--- config.mk ---
export PLATFORM = sky130hd
export DESIGN_NAME = ces_error_irq
export DESIGN_NICKNAME = d
export VERILOG_FILES = /design/src/ces_pkg.sv /design/src/ces_error_irq.sv
export SDC_FILE = /design/constraint.sdc
export NUM_CORES = 1
export LEC_CHECK = 0
export ABC_AREA = 1
export BUFFER_PORTS_ARGS = -buffer_cell sky130_fd_sc_hd__clkbuf_2
export CORE_ASPECT_RATIO = 0.5
export CORE_UTILIZATION = 60
export CTS_CLUSTER_DIAMETER = 50
export DETAILED_ROUTE_END_ITERATION = 10
export PLACE_DENSITY = 0.84
export SLEW_MARGIN = 15
export SYNTH_ARGS = -nofsm -noshare
export SYNTH_HDL_FRONTEND = slang
export SYNTH_SLANG_ARGS = --single-unit
--- constraint.sdc ---
create_clock -name CLK -period 5.1 [get_ports CLK]
set_input_delay 0 -clock CLK [delete_from_list [all_inputs] [get_ports CLK]]
set_output_delay 0 -clock CLK [all_outputs]
set_load 0.02 [all_outputs]
--- src/ces_pkg.sv ---
// Constants and types for the CAN error state and interrupt encoder
package ces_pkg;
    // Register byte offsets on the bus
    localparam logic [4:0] ADR_CTRL   = 5'h00;
    localparam logic [4:0] ADR_FLAG   = 5'h04;
    localparam logic [4:0] ADR_EN     = 5'h08;
    localparam logic [4:0] ADR_STAT   = 5'h0C;
    localparam logic [4:0] ADR_COMM   = 5'h10;
    localparam logic [4:0] ADR_CNT    = 5'h14;
    localparam logic [4:0] ADR_PBE    = 5'h18;
    localparam logic [4:0] ADR_FIFO   = 5'h1C;
    // Interrupt flag and enable bit positions
    localparam int F_RX0  = 0;
    localparam int F_RX1  = 1;
    localparam int F_TX0  = 2;
    localparam int F_TX1  = 3;
    localparam int F_TX2  = 4;
    localparam int F_ERR  = 5;
    localparam int F_WAK  = 6;
    localparam int F_MERR = 7;
    // Operating modes
    localparam logic [1:0] MODE_LEGACY = 2'h0;
    localparam logic [1:0] MODE_ENH    = 2'h1;
    localparam logic [1:0] MODE_FIFO   = 2'h2;
    // Error confinement limits
    localparam logic [8:0] LIM_WARN    = 9'h060;
    localparam logic [8:0] LIM_PASSIVE = 9'h080;
    localparam logic [8:0] LIM_BUSOFF  = 9'h100;
    localparam logic [7:0] RECOV_SEQS  = 8'h80;
    localparam logic [8:0] STEP_SMALL  = 9'h001;
    localparam logic [8:0] STEP_BIG    = 9'h008;
    // Legacy interrupt codes
    localparam logic [2:0] IC_NONE = 3'h0;
    localparam logic [2:0] IC_ERR  = 3'h1;
    localparam logic [2:0] IC_TX2  = 3'h2;
    localparam logic [2:0] IC_TX1  = 3'h3;
    localparam logic [2:0] IC_TX0  = 3'h4;
    localparam logic [2:0] IC_RX1  = 3'h5;
    localparam logic [2:0] IC_RX0  = 3'h6;
    localparam logic [2:0] IC_WAK  = 3'h7;
    // Extended interrupt codes
    localparam logic [4:0] EC_NONE = 5'h00;
    localparam logic [4:0] EC_ERR  = 5'h02;
    localparam logic [4:0] EC_TX   = 5'h04;
    localparam logic [4:0] EC_RX   = 5'h08;
    localparam logic [4:0] EC_WAK  = 5'h0E;
    localparam logic [4:0] EC_FIFO = 5'h10;
    typedef enum logic [2:0] {
        ST_ACTIVE  = 3'h1,
        ST_PASSIVE = 3'h2,
        ST_BUSOFF  = 3'h4
    } ces_state_e;
endpackage

--- src/ces_error_irq.sv ---
// CAN error confinement tracking and interrupt code encoder
`timescale 1ns/100ps

// Overview of operation
// - Both counters below 128: error-active
// - Either counter at least 128: error-passive
// - Transmit counter at 256: bus-off, silent
// - 128 recessive sequences recover to active
// - Counters and error mode readable by software
// - Warning flag while either counter >= 96
// - Per-source enables; error flag from many
// - Code shows highest-priority enabled pending source; message error has no code
// - Legacy code encodings fixed, 000 to 111
// - Legacy three-bit code, else five-bit code
// - FIFO mode receive gives code 10000
// - Transmit empty flags, cleared by writing 0
// - Enhanced modes share transmit flag, gated
// - Receive done flags, cleared by writing 0
// - Enhanced modes share one receive flag
// - Message error sets flag, enabled interrupt
// - Bus activity in sleep sets wake-up
// - Error flag on overflow or warning, passive or bus-off flag change
// - Busy buffer match sets its overflow bit
// - Per-side warning flags at 96
// - Per-side passive flags at 128
// - Bus-off flag once transmit counter > 255
module ces_error_irq
    import ces_pkg::*;
(
    input  wire logic        CLK,
    input  wire logic        RST,
    input  wire logic        CYC_I,
    input  wire logic        STB_I,
    input  wire logic        WE_I,
    input  wire logic [4:0]  ADR_I,
    input  wire logic [3:0]  SEL_I,
    input  wire logic [31:0] DAT_I,
    output logic      [31:0] DAT_O,
    output logic             ACK_O,
    input  wire logic        REC_INC,
    input  wire logic        REC_INC_BIG,
    input  wire logic        REC_DEC,
    input  wire logic        TEC_INC_BIG,
    input  wire logic        TEC_DEC,
    input  wire logic        RECESSIVE_11,
    input  wire logic [1:0]  RX_DONE,
    input  wire logic [1:0]  RX_OVERRUN,
    input  wire logic [2:0]  TX_EMPTY,
    input  wire logic        MSG_ERROR,
    input  wire logic        BUS_ACTIVITY,
    input  wire logic        SLEEP,
    input  wire logic [4:0]  FIFO_PTR,
    output logic             IRQ,
    output logic             BUS_OFF,
    output logic             WAKE
);

    typedef struct packed {
        logic [1:0]  mode;
        logic [7:0]  flag;
        logic [7:0]  en;
        logic [4:0]  pbe;
        logic [7:0]  rec;
        logic [8:0]  tec;
        ces_state_e  est;
        logic        error_warning_flag;
        logic        rxwarn;
        logic        txwarn;
        logic        rxbp;
        logic        txbp;
        logic        bo;
        logic [1:0]  ovfl;
        logic [7:0]  recov;
        logic        ack;
        logic [31:0] dat;
        logic        irq;
        logic        wake;
    } ces_regs_s;

    ces_regs_s r;
    ces_regs_s next_r;

    // Saturating add and subtract on the counter width
    // A stuck error source pins a counter rather than wrap it
    function automatic logic [8:0] sat_add(input logic [8:0] a,
                                           input logic [8:0] b,
                                           input logic [8:0] top);
        logic [9:0] s;
        s = {1'b0, a} + {1'b0, b};
        sat_add = (s > {1'b0, top}) ? top : s[8:0];
    endfunction

    function automatic logic [8:0] sat_sub(input logic [8:0] a,
                                           input logic [8:0] b);
        sat_sub = (a > b) ? a - b : 9'h000;
    endfunction

    // Receive counter step; the big step wins over the small one
    function automatic logic [7:0] rec_step(input logic [7:0] c,
                                            input logic       inc,
                                            input logic       big,
                                            input logic       dec);
        logic [8:0] w;
        w = {1'b0, c};
        if (big) begin
            w = sat_add(w, STEP_BIG, 9'h0FF);
        end else if (inc) begin
            w = sat_add(w, STEP_SMALL, 9'h0FF);
        end else if (dec) begin
            w = sat_sub(w, STEP_SMALL);
        end
        rec_step = w[7:0];
    endfunction

    // Transmit counter keeps its ninth bit to reach the bus-off limit
    function automatic logic [8:0] tec_step(input logic [8:0] c,
                                            input logic       big,
                                            input logic       dec);
        if (big) begin
            tec_step = sat_add(c, STEP_BIG, 9'h1FF);
        end else if (dec) begin
            tec_step = sat_sub(c, STEP_SMALL);
        end else begin
            tec_step = c;
        end
    endfunction

    // Confinement state from the counters alone
    function automatic ces_state_e conf_state(input logic [8:0] tec,
                                              input logic [7:0] rec);
        if (tec >= LIM_BUSOFF) begin
            conf_state = ST_BUSOFF;
        end else if (tec >= LIM_PASSIVE || {1'b0, rec} >= LIM_PASSIVE) begin
            conf_state = ST_PASSIVE;
        end else begin
            conf_state = ST_ACTIVE;
        end
    endfunction

    // Decode results and per-cycle strobes
    logic [7:0] pend;
    logic [2:0] irq_code;
    logic [4:0] ecode;
    logic [7:0] set_f;
    logic [7:0] clr_f;
    logic       wr;
    logic       take;
    logic       rx_chg;
    logic       tx_chg;
    logic [7:0] comm;
    logic       stat_chg;

    // Pending and enabled sources only; disabled never show
    assign pend = r.flag & r.en;

    // Fixed priority per the legacy truth table, not numeric order
    function automatic logic [2:0] legacy_code(input logic [7:0] p);
        if (p[F_ERR]) begin
            legacy_code = IC_ERR;
        end else if (p[F_TX0]) begin
            legacy_code = IC_TX0;
        end else if (p[F_TX1]) begin
            legacy_code = IC_TX1;
        end else if (p[F_TX2]) begin
            legacy_code = IC_TX2;
        end else if (p[F_RX0]) begin
            legacy_code = IC_RX0;
        end else if (p[F_RX1]) begin
            legacy_code = IC_RX1;
        end else if (p[F_WAK]) begin
            legacy_code = IC_WAK;
        end else begin
            legacy_code = IC_NONE;
        end
    endfunction

    // Shared flags live at the buffer-0 positions
    function automatic logic [4:0] ext_code(input logic [7:0] p,
                                            input logic [1:0] mode);
        if (p[F_ERR]) begin
            ext_code = EC_ERR;
        end else if (p[F_TX0]) begin
            ext_code = EC_TX;
        end else if (p[F_RX0]) begin
            ext_code = (mode == MODE_FIFO) ? EC_FIFO : EC_RX;
        end else if (p[F_WAK]) begin
            ext_code = EC_WAK;
        end else begin
            ext_code = EC_NONE;
        end
    endfunction

    assign irq_code = legacy_code(pend);
    assign ecode = ext_code(pend, r.mode);

    // Communication status bit order as software sees it
    always_comb begin
        comm    = 8'h00;
        comm[0] = r.error_warning_flag;
        comm[1] = r.rxwarn;
        comm[2] = r.txwarn;
        comm[3] = r.rxbp;
        comm[4] = r.txbp;
        comm[5] = r.bo;
        comm[6] = r.ovfl[1];
        comm[7] = r.ovfl[0];
    end

    // Write lands on the edge where ack is high
    assign wr = CYC_I & STB_I & WE_I & r.ack & SEL_I[0];

    // Taken only while ack is low, so a held strobe is not reused
    assign take = CYC_I & STB_I & ~r.ack;

    always_comb begin
        next_r = r;
        set_f  = 8'h00;
        clr_f  = 8'h00;

        // Error counters; bus-off freezes them until recovery
        if (r.est != ST_BUSOFF) begin
            next_r.rec = rec_step(r.rec, REC_INC, REC_INC_BIG,
                                  REC_DEC);
            next_r.tec = tec_step(r.tec, TEC_INC_BIG, TEC_DEC);
        end

        // State follows the registered counters one edge later
        case (r.est)
            ST_ACTIVE, ST_PASSIVE: begin
                // Registered counters, so one edge behind a step
                next_r.est   = conf_state(r.tec, r.rec);
                next_r.recov = 8'h00;
            end
            ST_BUSOFF: begin
                if (RECESSIVE_11) begin
                    // Count reaches 127; this pulse is the 128th
                    if (r.recov == RECOV_SEQS - 8'h01) begin
                        // No software action needed to rejoin
                        next_r.est   = ST_ACTIVE;
                        next_r.rec   = 8'h00;
                        next_r.tec   = 9'h000;
                        next_r.recov = 8'h00;
                    end else begin
                        next_r.recov = r.recov + 8'h01;
                    end
                end
            end
            default: begin
                next_r.est = ST_ACTIVE;
            end
        endcase

        // Status flags from registered counters
        next_r.rxwarn = {1'b0, r.rec} >= LIM_WARN;
        next_r.txwarn = r.tec >= LIM_WARN;
        next_r.error_warning_flag  = next_r.rxwarn | next_r.txwarn;
        next_r.rxbp   = {1'b0, r.rec} >= LIM_PASSIVE;
        next_r.txbp   = r.tec >= LIM_PASSIVE && r.tec < LIM_BUSOFF;
        // Cleared with the state so the pin drops on the rejoin edge
        next_r.bo     = r.tec > 9'h0FF &&
                        next_r.est == ST_BUSOFF;
        rx_chg   = (next_r.rxwarn != r.rxwarn) |
                   (next_r.rxbp != r.rxbp);
        tx_chg   = (next_r.txwarn != r.txwarn) |
                   (next_r.txbp != r.txbp) |
                   (next_r.bo != r.bo);
        stat_chg = rx_chg | tx_chg;

        // Event sources
        if (r.mode == MODE_LEGACY) begin
            set_f[F_RX0] = RX_DONE[0];
            set_f[F_RX1] = RX_DONE[1];
            set_f[F_TX0] = TX_EMPTY[0];
            set_f[F_TX1] = TX_EMPTY[1];
            set_f[F_TX2] = TX_EMPTY[2];
        end else begin
            // One shared flag each, per-buffer enables gate it
            set_f[F_RX0] = |(RX_DONE & r.pbe[4:3]);
            set_f[F_TX0] = |(TX_EMPTY & r.pbe[2:0]);
        end
        set_f[F_ERR]  = (|RX_OVERRUN) | stat_chg;
        // Masked wake leaves no flag behind
        set_f[F_WAK]  = BUS_ACTIVITY & SLEEP & r.en[F_WAK];
        set_f[F_MERR] = MSG_ERROR;

        // Bus access: ack one cycle after the strobe
        next_r.ack = take;
        // Read data stands from the ack edge until the next read
        if (take & ~WE_I) begin
            if (ADR_I == ADR_CTRL) begin
                next_r.dat = {30'h0, r.mode};
            end else if (ADR_I == ADR_FLAG) begin
                next_r.dat = {24'h0, r.flag};
            end else if (ADR_I == ADR_EN) begin
                next_r.dat = {24'h0, r.en};
            end else if (ADR_I == ADR_STAT) begin
                if (r.mode == MODE_LEGACY) begin
                    next_r.dat = {28'h0, irq_code, 1'b0};
                end else begin
                    next_r.dat = {27'h0, ecode};
                end
            end else if (ADR_I == ADR_COMM) begin
                next_r.dat = {24'h0, comm};
            end else if (ADR_I == ADR_CNT) begin
                next_r.dat = {5'h0, r.est, 7'h0, r.tec,
                              r.rec};
            end else if (ADR_I == ADR_PBE) begin
                next_r.dat = {27'h0, r.pbe};
            end else if (ADR_I == ADR_FIFO) begin
                next_r.dat = {27'h0, FIFO_PTR};
            end else begin
                // Unmapped offsets answer and read as zero
                next_r.dat = 32'h0;
            end
        end

        if (wr) begin
            if (ADR_I == ADR_CTRL) begin
                // Undefined mode 3 folds onto FIFO
                next_r.mode = (DAT_I[1:0] == 2'h3) ? MODE_FIFO
                                                   : DAT_I[1:0];
            end else if (ADR_I == ADR_FLAG) begin
                // Writing 0 clears; writing 1 leaves as is
                clr_f = ~DAT_I[7:0];
            end else if (ADR_I == ADR_EN) begin
                next_r.en = DAT_I[7:0];
            end else if (ADR_I == ADR_COMM) begin
                // Overflow bits clear by writing 0, as the flags do
                if (!DAT_I[7]) begin
                    next_r.ovfl[0] = 1'b0;
                end
                if (!DAT_I[6]) begin
                    next_r.ovfl[1] = 1'b0;
                end
            end else if (ADR_I == ADR_PBE) begin
                // Only consulted outside legacy mode
                next_r.pbe = DAT_I[4:0];
            end
        end

        // Set beats clear in the same cycle
        next_r.flag = (r.flag & ~clr_f) | set_f;
        next_r.ovfl = next_r.ovfl | RX_OVERRUN;

        // Next values, so the request rises with its flag
        next_r.irq     = |(next_r.flag & next_r.en);
        next_r.wake    = next_r.flag[F_WAK] & next_r.en[F_WAK];
    end

    always_ff @(posedge CLK or posedge RST) begin
        if (RST) begin
            r       <= '0;
            // One-hot state has no all-zero code
            r.est   <= ST_ACTIVE;
        end else begin
            r <= next_r;
        end
    end

    assign DAT_O   = r.dat;
    assign ACK_O   = r.ack;
    assign IRQ     = r.irq;
    // Straight from a flop, never from the state decode
    assign BUS_OFF = r.bo;
    assign WAKE    = r.wake;

endmodule

== After elaboration in Yosys (flattened, before gate mapping) ==
Index checks and enable logic that the tools add are counted.

* Register bits after elaboration: 94
* Input bits: 67
* Output and inout bits: 36
* Logic and storage cells: 165

* Add/sub/neg operators: 6
* Magnitude comparators: 12
* Equality and inequality tests: 21
* Mux-type cells: 63
* Bitwise operators: 30
* Reduce and logical (&&, ||, !) cells: 14

{| class="wikitable"
|+ Operator list
! cell !! count
|-
| 2-to-1 mux 32 bit || 4
|-
| 2-to-1 mux 8 bit || 12
|-
| 2-to-1 mux 27 bit || 2
|-
| 2-to-1 mux 5 bit || 10
|-
| 2-to-1 mux 20 bit || 2
|-
| 2-to-1 mux 13 bit || 3
|-
| 2-to-1 mux 9 bit || 4
|-
| 2-to-1 mux 17 bit || 2
|-
| > comparator 9 x 8 -> 1 bit (second input constant) || 3
|-
| 2-to-1 mux 3 bit || 8
|-
| equality test 5 bit (second input constant) || 4
|-
| AND 8 bit || 2
|-
| 2-to-1 mux 2 bit || 8
|-
| NOT 8 bit || 2
|-
| one-hot mux 8 bit (2 select lines) || 1
|-
| adder 9 x 4 -> 10 bit (second input constant) || 1
|-
| equality test 5 x 4 -> 1 bit (second input constant) || 2
|-
| > comparator 10 x 9 -> 1 bit (second input constant) || 1
|-
| adder 8 x 1 -> 9 bit (second input constant) || 1
|-
| adder 8 x 4 -> 9 bit (second input constant) || 1
|-
| AND 1 bit || 9
|-
| greater-or-equal comparator 9 x 7 -> 1 bit (second input constant) || 1
|-
| greater-or-equal comparator 9 x 8 -> 1 bit (second input constant) || 1
|-
| greater-or-equal comparator 9 bit (second input constant) || 1
|-
| 37 further kinds || 61
|}

== Depth between registers and ports, before layout ==
Gate-level depths: netlist of the first run.

* Word-level depth: 18
* Gate-level depth with buffers: 13
* Gate-level depth less buffers: 13

== Worst setup path after synthesis of the first run ==
Ideal clock, no wire load.

* Path kind: register to register
* From: reg r[64] (netlist bit)
* To: reg r[63] (netlist bit)
* Setup time: 0.128 ns
* Data arrival time: 1.531 ns
* Data required time: 4.972 ns
* Setup slack: 3.441 ns
* Stages on the path, launching flop included: 12
* Clock period less this slack: 1.659 ns
* Cell sequence: dfrtp_1 inv_1 ha_1 nor2_1 nor2_1 nand3_1 o21ai_1 inv_1 o21ai_0 nand3_1 nand3_1 o21ai_0

{| class="wikitable"
|+ RTL lines
! what !! line !! text
|-
| start, declared || ces_error_irq.sv:80 || <nowiki>ces_regs_s r;</nowiki>
|-
| start signal, assigned || ces_error_irq.sv:356 || <nowiki>r <= next_r;</nowiki>
|}

== Worst setup path after layout of the first run ==
* From: reg r[52] (netlist bit)
* To: reg r[41] (netlist bit)

* Cells in the longest elaborated chain, start to end: 4
* Elaborated cells between the ends (all ways): 8

{| class="wikitable"
|+ RTL lines
! what !! line !! text
|-
| equality test 3 x 1 -> 1 bit / equality test 3 x 2 -> 1 bit (equally long branches) || ces_error_irq.sv:228 || <nowiki>case (r.est)</nowiki>
|-
| OR reduction 2 bit || ces_error_irq.sv:228 ||
|-
| nonzero test 2 bit (no line) || - ||
|-
| AND reduction 2 bit (no line) || - ||
|}

Several ways; a longest one is shown, not always the timed one.
A chain may end at the register's enable or synchronous reset.

==> results of run 1 <==
-- power breakdown --
part	internal, mW	switching (mW)	leakage, nW	total [mW]
Clock	0.379	0.262	0.139	0.641
Sequential	0.761	0.159	0.983	0.920
Combinational	0.295	0.563	2.17	0.858
-- cell type report --
class,instances,area (sq um)
multi-input combinational,571,2780
timing repair buffer,86,553
clock inverter,5,56.3
fill,721,2560
sequential,82,2050
tap,117,146
clock buffer,11,233
inverter,101,383
-- logic make-up (layout without fill, tap and decap cells) --
family / Yosys count / after routing
simple gates: 404 / 404
xor+xnor: 12 / 12
compound gates: 128 / 128
fa+ha+maj: 15 / 15
flops: 82 / 82
other cells: 1 / 12
buf+inv: 145 / 203
-- cell usage in the layout, fill, tap and decap left out, types with 2 or more instances in the layout --
| cell type | instances |
|---|---|
| conb_1 | 12 |
| nor3_1 | 8 |
| clkbuf_16 | 9 |
| dfrtp_1 | 81 |
| a21oi_2 | 5 |
| o21ai_0 | 63 |
| o22ai_1 | 8 |
| nor2_4 | 4 |
| inv_2 | 5 |
| o31ai_1 | 3 |
| nand4_1 | 14 |
| ha_1 | 15 |
| o21bai_1 | 2 |
| dlygate4sd3_1 | 21 |
| a21oi_1 | 29 |
| clkbuf_2 | 63 |
| o21ai_2 | 4 |
| nand2_4 | 2 |
| clkbuf_1 | 2 |
| a31oi_1 | 2 |
| nand2_1 | 244 |
| xor2_1 | 12 |
| o21ai_1 | 5 |
| nand2_2 | 8 |
| o211ai_1 | 3 |
| o2111ai_1 | 2 |
| nor2_1 | 59 |
| clkinv_2 | 3 |
| inv_1 | 94 |
| nand3_1 | 55 |
| nor2_2 | 6 |
-- worst max-delay path, stage by stage (launching register included) --
cell and delay [ps]:
dfrtp_1 370, inv_1 60, nand2_1 60, nor2_1 730, inv_1 490, o21ai_0 950
inv_1 270, o21ai_0 250, nor2_1 60
-- flip-flops by register name (all words and copies together) (netlist names) --
register,cells
comm,7
ACK_O,1
DAT_O,20
WAKE,1
BUS_OFF,1
r,51
IRQ,1
-- per-stage QoR --
stage | instance area [sq um] | instances | power (mW) | hold slack [ps] | worst slack (ps)
CTS | 6180 | 971 | 2.40 | 12.6 | 1860
detailed placement | 5690 | 935 | 1.75 | 215 | 1890
floorplan | 5520 | 798 | 1.54 | 110 | 2990
global placement | 5690 | 935 | 1.72 | 211 | 1930
finish | 6210 | 973 | 2.42 | 35.5 | 1730
global route | 6210 | 973 | 2.59 | 54.7 | 1490
-- how the worst max path moves through the flow --
stage	endpoint	cells past startpoint
floorplan	ACK_O	1
global placement	r[40]	9
detailed placement	r[41]	8
CTS	r[41]	8
global route	r[42]	9
finish	r[41]	8
-- layer usage --
metal / track usage / vias to the layer above / part of all wire
met4: 0.0977 / 0 / 0.018
met1: 0.445 / 2481 / 0.45
met3: 0.0746 / 29 / 0.077
li1: - / 2614 / -
met5: 0 / - / 0
met2: 0.497 / 252 / 0.45
-- synth_stat cells (4+ instances only) --
cell type | instances | share of area
o21ai_1 | 5 | 0.0046
nor2_1 | 59 | 0.040
inv_1 | 95 | 0.065
a21oi_1 | 29 | 0.026
o21ai_2 | 4 | 0.0064
nand4_1 | 14 | 0.016
buf_2 | 6 | 0.0055
nand3_1 | 55 | 0.050
inv_2 | 5 | 0.0034
dfrtp_1 | 81 | 0.37
buf_4 | 33 | 0.045
ha_1 | 15 | 0.034
xor2_1 | 12 | 0.019
nor2_4 | 4 | 0.0082
o21ai_0 | 63 | 0.058
nor2_2 | 6 | 0.0069
nor3_1 | 8 | 0.0073
o22ai_1 | 8 | 0.0091
clkbuf_1 | 4 | 0.0027
nand2_1 | 244 | 0.17
nand2_2 | 8 | 0.0091
a21oi_2 | 5 | 0.0080
==> results.py, run 1 <==
metrics = {
    "die": {
        "coreArea_sq_um": 8770,
        "io_pins": 103,
        "die_h_microns": 69.6,
        "die_x_microns": 137,
        "initial_core_util": 0.625,
        "rows": 24,
        "die_area_sq_um": 9540,
    },
    "sta": {
        "rsz0062_at_grt": "no",
        "finalHoldViolations": 0,
        "drv_slew": 0,
        "final-setup-viol-count": 0,
        "relSlewSlack": 0.301,
        "worstMarginPinSlew_ps": 1040,
        "period_needed_ps": 3370,
        "max_clock_freq_mhz": 297,
        "setup_tns_ps": 0,
        "period_share": 0.660,
        "skew_ps": 6.22,
    },
    "worst_setup_path": {
        "rrSetupSlack_ps": 1730,
        "worstSetupPathType": "flip-flop to flip-flop",
        "r2r_end": "r[41]",
        "cp_max_fo": 14,
        "cp-end-kind": "flip-flop",
        "setup.worst_path.start": "r[52]",
        "timing.rr.start": "r[52]",
        "reg2reg_depth": 8,
        "arrival_ps": 3590,
        "startpoint_type": "flip-flop",
        "cp.required_ps": 5320,
    },
    "synth": {
        "synth_top_family_by_area": "simple AND/OR/NAND/NOR gates",
        "synthMuxAreaShare": 0,
        "synth.distinct_cells": 38,
        "syn_avg_cell_area_sq_um": 6.96,
        "ys_ff_latch": 82,
        "yosys_warnings": 0,
        "synth_edf_count": 0,
        "synth_flop_cell": "dfrtp_1",
        "syn_area_sq_um": 5480,
        "synthAdderAreaFrac": 0.0342,
        "synthSimpleGateAreaFrac": 0.314,
        "ys_seq_area_frac": 0.375,
        "async_reset_ff_frac": 1.00,
        "synthXorXnorAreaFrac": 0.0192,
        "postSynthCellCount": 787,
        "synth-compound-area-share": 0.132,
    },
    "grt": {
        "grt_max_degree": 83,
        "grt_usage": 0.320,
        "grt_antenna_before_repair": 0,
        "gr-total-overflow": 0,
        "grt_pass1_wl_microns": 23800,
        "grt_pass1_vias": 5011,
    },
    "place": {
        "hpwlAfterDp_microns": 10200,
        "gp_congestion": 0.968,
        "port_buffers": 63,
    },
    "min_path": {
        "min_path_type": "primary input to flip-flop",
        "hold_end": "r[84]",
        "hold_start": "RX_DONE[0]",
        "holdPathStages": 5,
    },
    "power": {
        "ir_drop_mv": 0.224,
        "p_leak_nw": 3.29,
        "power_density_nw_per_um2": 390,
    },
    "cts": {
        "tritoncts": "built",
        "post_cts.repair.setup_buffers": 0,
        "htreeDepth": 3,
        "numCtsBuffers": 9,
        "clockBufferDepth": 2,
        "ctsRootBufferMaster": "clkbuf_16",
        "cts_sinks": 82,
        "cts_hold_buf": 20,
        "cts_resized": 0,
        "clk_pin_slew_ps": 60,
        "clock_latency_ps": 340,
    },
    "detailed_routing": {
        "routed_via_density": 5.53,
        "drt_pass1_iterations": 7,
        "route.antenna.remaining_nets": 0,
        "route.detailed.drc": 0,
        "finalWirelength_microns": 14300,
        "via_count": 5376,
        "drt_iter0_drc": 580,
        "post_drt_wl_per_cell_microns": 14.7,
    },
    "cells_and_area": {
        "utilization": 0.708,
        "drive_gt1_frac": 0.136,
        "areaGrowthSynthToFinish_pct": 13.3,
        "n_antenna_cell": 0,
        "final_nets": 933,
    },
    "run": {
        "cap_violations": 0,
    },
    "run_status": {
        "status": "complete, no violations",
    },
}
Note: power is estimated with default switching activity, not from simulation.
==> run 2: changes to the inputs <==
- CORE_UTILIZATION: 60 -> 57
- PLACE_DENSITY: 0.84 -> 0.81
- clock period: 5.1 -> 3.5 ns (I/O delays scaled with it)
==> run 2 against run 1 <==
Die area grew 5.1%. Global-route usage shrank 2.8 points. Combinational power grew 45%. Clock power grew 62%. Sequential power grew 45%. Sequential share of layout area shrank 0.12 points. Clock-buffer cell count shrank 2. Hold slack gained 2.4 ps. Non-clock buffer count is the same. Power grew 49%. Flip-flop and latch count is the same. Critical path depth grew 2. Critical endpoint is now r[42].
==> results.py, run 2 (synthesis gave the netlist of run 1 again) <==
metrics = {
    "sta": {
        "worstMarginPinSlew_ps": 1040,
        "drv_slew": 0,
        "relSlewSlack": 0.300,
        "period_share": 0.765,
        "finalHoldViolations": 0,
        "skew_ps": 7.12,
        "final-setup-viol-count": 0,
        "hold_slack_ps": 38.0,
        "max_clock_freq_mhz": 374,
        "period_needed_ps": 2680,
        "setup_ws_ps": 824,
        "setup_tns_ps": 0,
        "rsz0062_at_grt": "no",
    },
    "worst_setup_path": {
        "arrival_ps": 2960,
        "slowest_delay_ps": 880,
        "reg2reg_depth": 10,
        "worstSetupPathType": "flip-flop to flip-flop",
        "cp_max_fo": 14,
        "slowest_stage": "o21ai_0",
        "startpoint_type": "flip-flop",
        "cpMostUsedCell": "inv_1",
        "cp-end-kind": "flip-flop",
        "path_cells": "inv_1 -> nand2_1 -> nor2_1 -> buf_4 -> inv_1 -> o21ai_0 -> inv_1 -> o21ai_0 -> nand2_1 -> inv_1",
        "cp.required_ps": 3790,
    },
    "cells_and_area": {
        "seq_area_sq_um": 2050,
        "regMostFlops": "r",
        "final_nets": 933,
        "final_common_cell": "nand2_1",
        "fillCellCount": 758,
        "utilization": 0.692,
        "areaGrowthSynthToFinish_pct": 13.7,
        "n_antenna_cell": 0,
        "final_cell_mix": "nand2_1, inv_1, dfrtp_1, o21ai_0, clkbuf_2",
        "multi_input_area_sq_um": 2780,
        "drive_gt1_frac": 0.138,
        "largest_reg_flops": 51,
    },
    "detailed_routing": {
        "route.detailed.drc": 0,
        "via_count": 5242,
        "drt_pass1_iterations": 7,
        "post_drt_wl_per_cell_microns": 14.3,
        "route.antenna.remaining_nets": 0,
        "routed_via_density": 5.39,
        "finalWirelength_microns": 13900,
        "drt_iter0_drc": 406,
    },
    "grt": {
        "grt_antenna_before_repair": 0,
        "grt_usage": 0.292,
        "grt_max_degree": 58,
        "gr-total-overflow": 0,
        "grt_pass1_wl_microns": 23200,
        "grt_pass1_vias": 4900,
        "grt_util_met2": 0.485,
        "use_met1": 0.397,
        "grt.met3_usage": 0.0588,
        "busiest_layer": "met2",
    },
    "min_path": {
        "holdPathStages": 5,
        "min_path_type": "primary input to flip-flop",
    },
    "die": {
        "rows": 24,
        "die_x_microns": 141,
        "die_area_sq_um": 10000,
        "initial_core_util": 0.608,
        "coreArea_sq_um": 9010,
        "die_h_microns": 71.3,
        "io_pins": 103,
    },
    "power": {
        "p_leak_nw": 3.30,
        "ir_drop_mv": 0.366,
        "power_density_nw_per_um2": 579,
    },
    "place": {
        "hpwlAfterDp_microns": 10200,
        "dp_slack_ps": 893,
        "port_buffers": 63,
        "gp_congestion": 0.965,
    },
    "cts": {
        "clk_pin_slew_ps": 70,
        "tritoncts": "built",
        "post_cts.repair.setup_buffers": 0,
        "htreeDepth": 3,
        "numCtsBuffers": 9,
        "ctsRootBufferMaster": "clkbuf_16",
        "clockBufferDepth": 2,
        "clock_latency_ps": 340,
        "cts_sinks": 82,
    },
    "run_status": {
        "status": "complete, no violations",
    },
    "run": {
        "cap_violations": 0,
    },
}
run 2: cell types whose count changed in the layout (fill, tap and decap cells not counted), sizes merged:
| cell | previous run | this run |
|---|---|---|
| bufinv | 1 | 2 |
| clkbuf | 74 | 72 |
| inv | 100 | 103 |
| clkinv | 4 | 2 |
run 2: routing by layer:
layer | vias up | share of wire
met5 | - | 0
met4 | 0 | 0.012
met3 | 21 | 0.068
met2 | 211 | 0.46
met1 | 2400 | 0.46
li1 | 2610 | -
run 2: stage by stage:
step	instances	power (mW)	cell area, sq um
detailed placement	936	2.54	5700
global placement	936	2.51	5700
global route	973	3.84	6230
CTS	973	3.60	6230
finish	973	3.60	6230
floorplan	798	2.25	5520
run 2: path summary, 6_finish.rpt:
path                            start         to  slack, ps
setup / recovery                r[52]      r[42]        820
hold / removal             RX_DONE[0]      r[84]         40
setup reg to reg                r[52]      r[42]        820
hold reg to reg              DAT_O[4]   DAT_O[4]        480
max in group asynchronous         RST      r[51]       2200
min in group asynchronous         RST  DAT_O[15]        390
run 2: timing repair:
action / in CTS / in global routing
hold buffers: 21 / 0
gates resized for setup: 0 / 0
setup endpoints to repair: 0 / 0
endpoints found under the hold margin: 78 / 0
run 2: report_power, final:
group | switching, mW | internal [mW] | leakage [nW]
clock | 0.404 | 0.631 | 0.157
combinational | 0.809 | 0.428 | 2.16
sequential | 0.222 | 1.11 | 0.983
total | 1.44 | 2.17 | 3.30
run 2: cell type report:
cell class / count / share of cell area
Multi-Input combinational cell: 571 / 0.447
Clock inverter: 7 / 0.0159
Inverter: 101 / 0.0615
Clock buffer: 9 / 0.0362
Timing Repair Buffer: 86 / 0.0868
Sequential cell: 82 / 0.330
Tap cell: 117 / 0.0235
run 2: worst max-delay path: cells and delay by family, from the launching register on:
kind            cells  cell delay [ps]
flops               1              380
simple gates        3              240
compound gates      2             1130
buf+inv             5              860
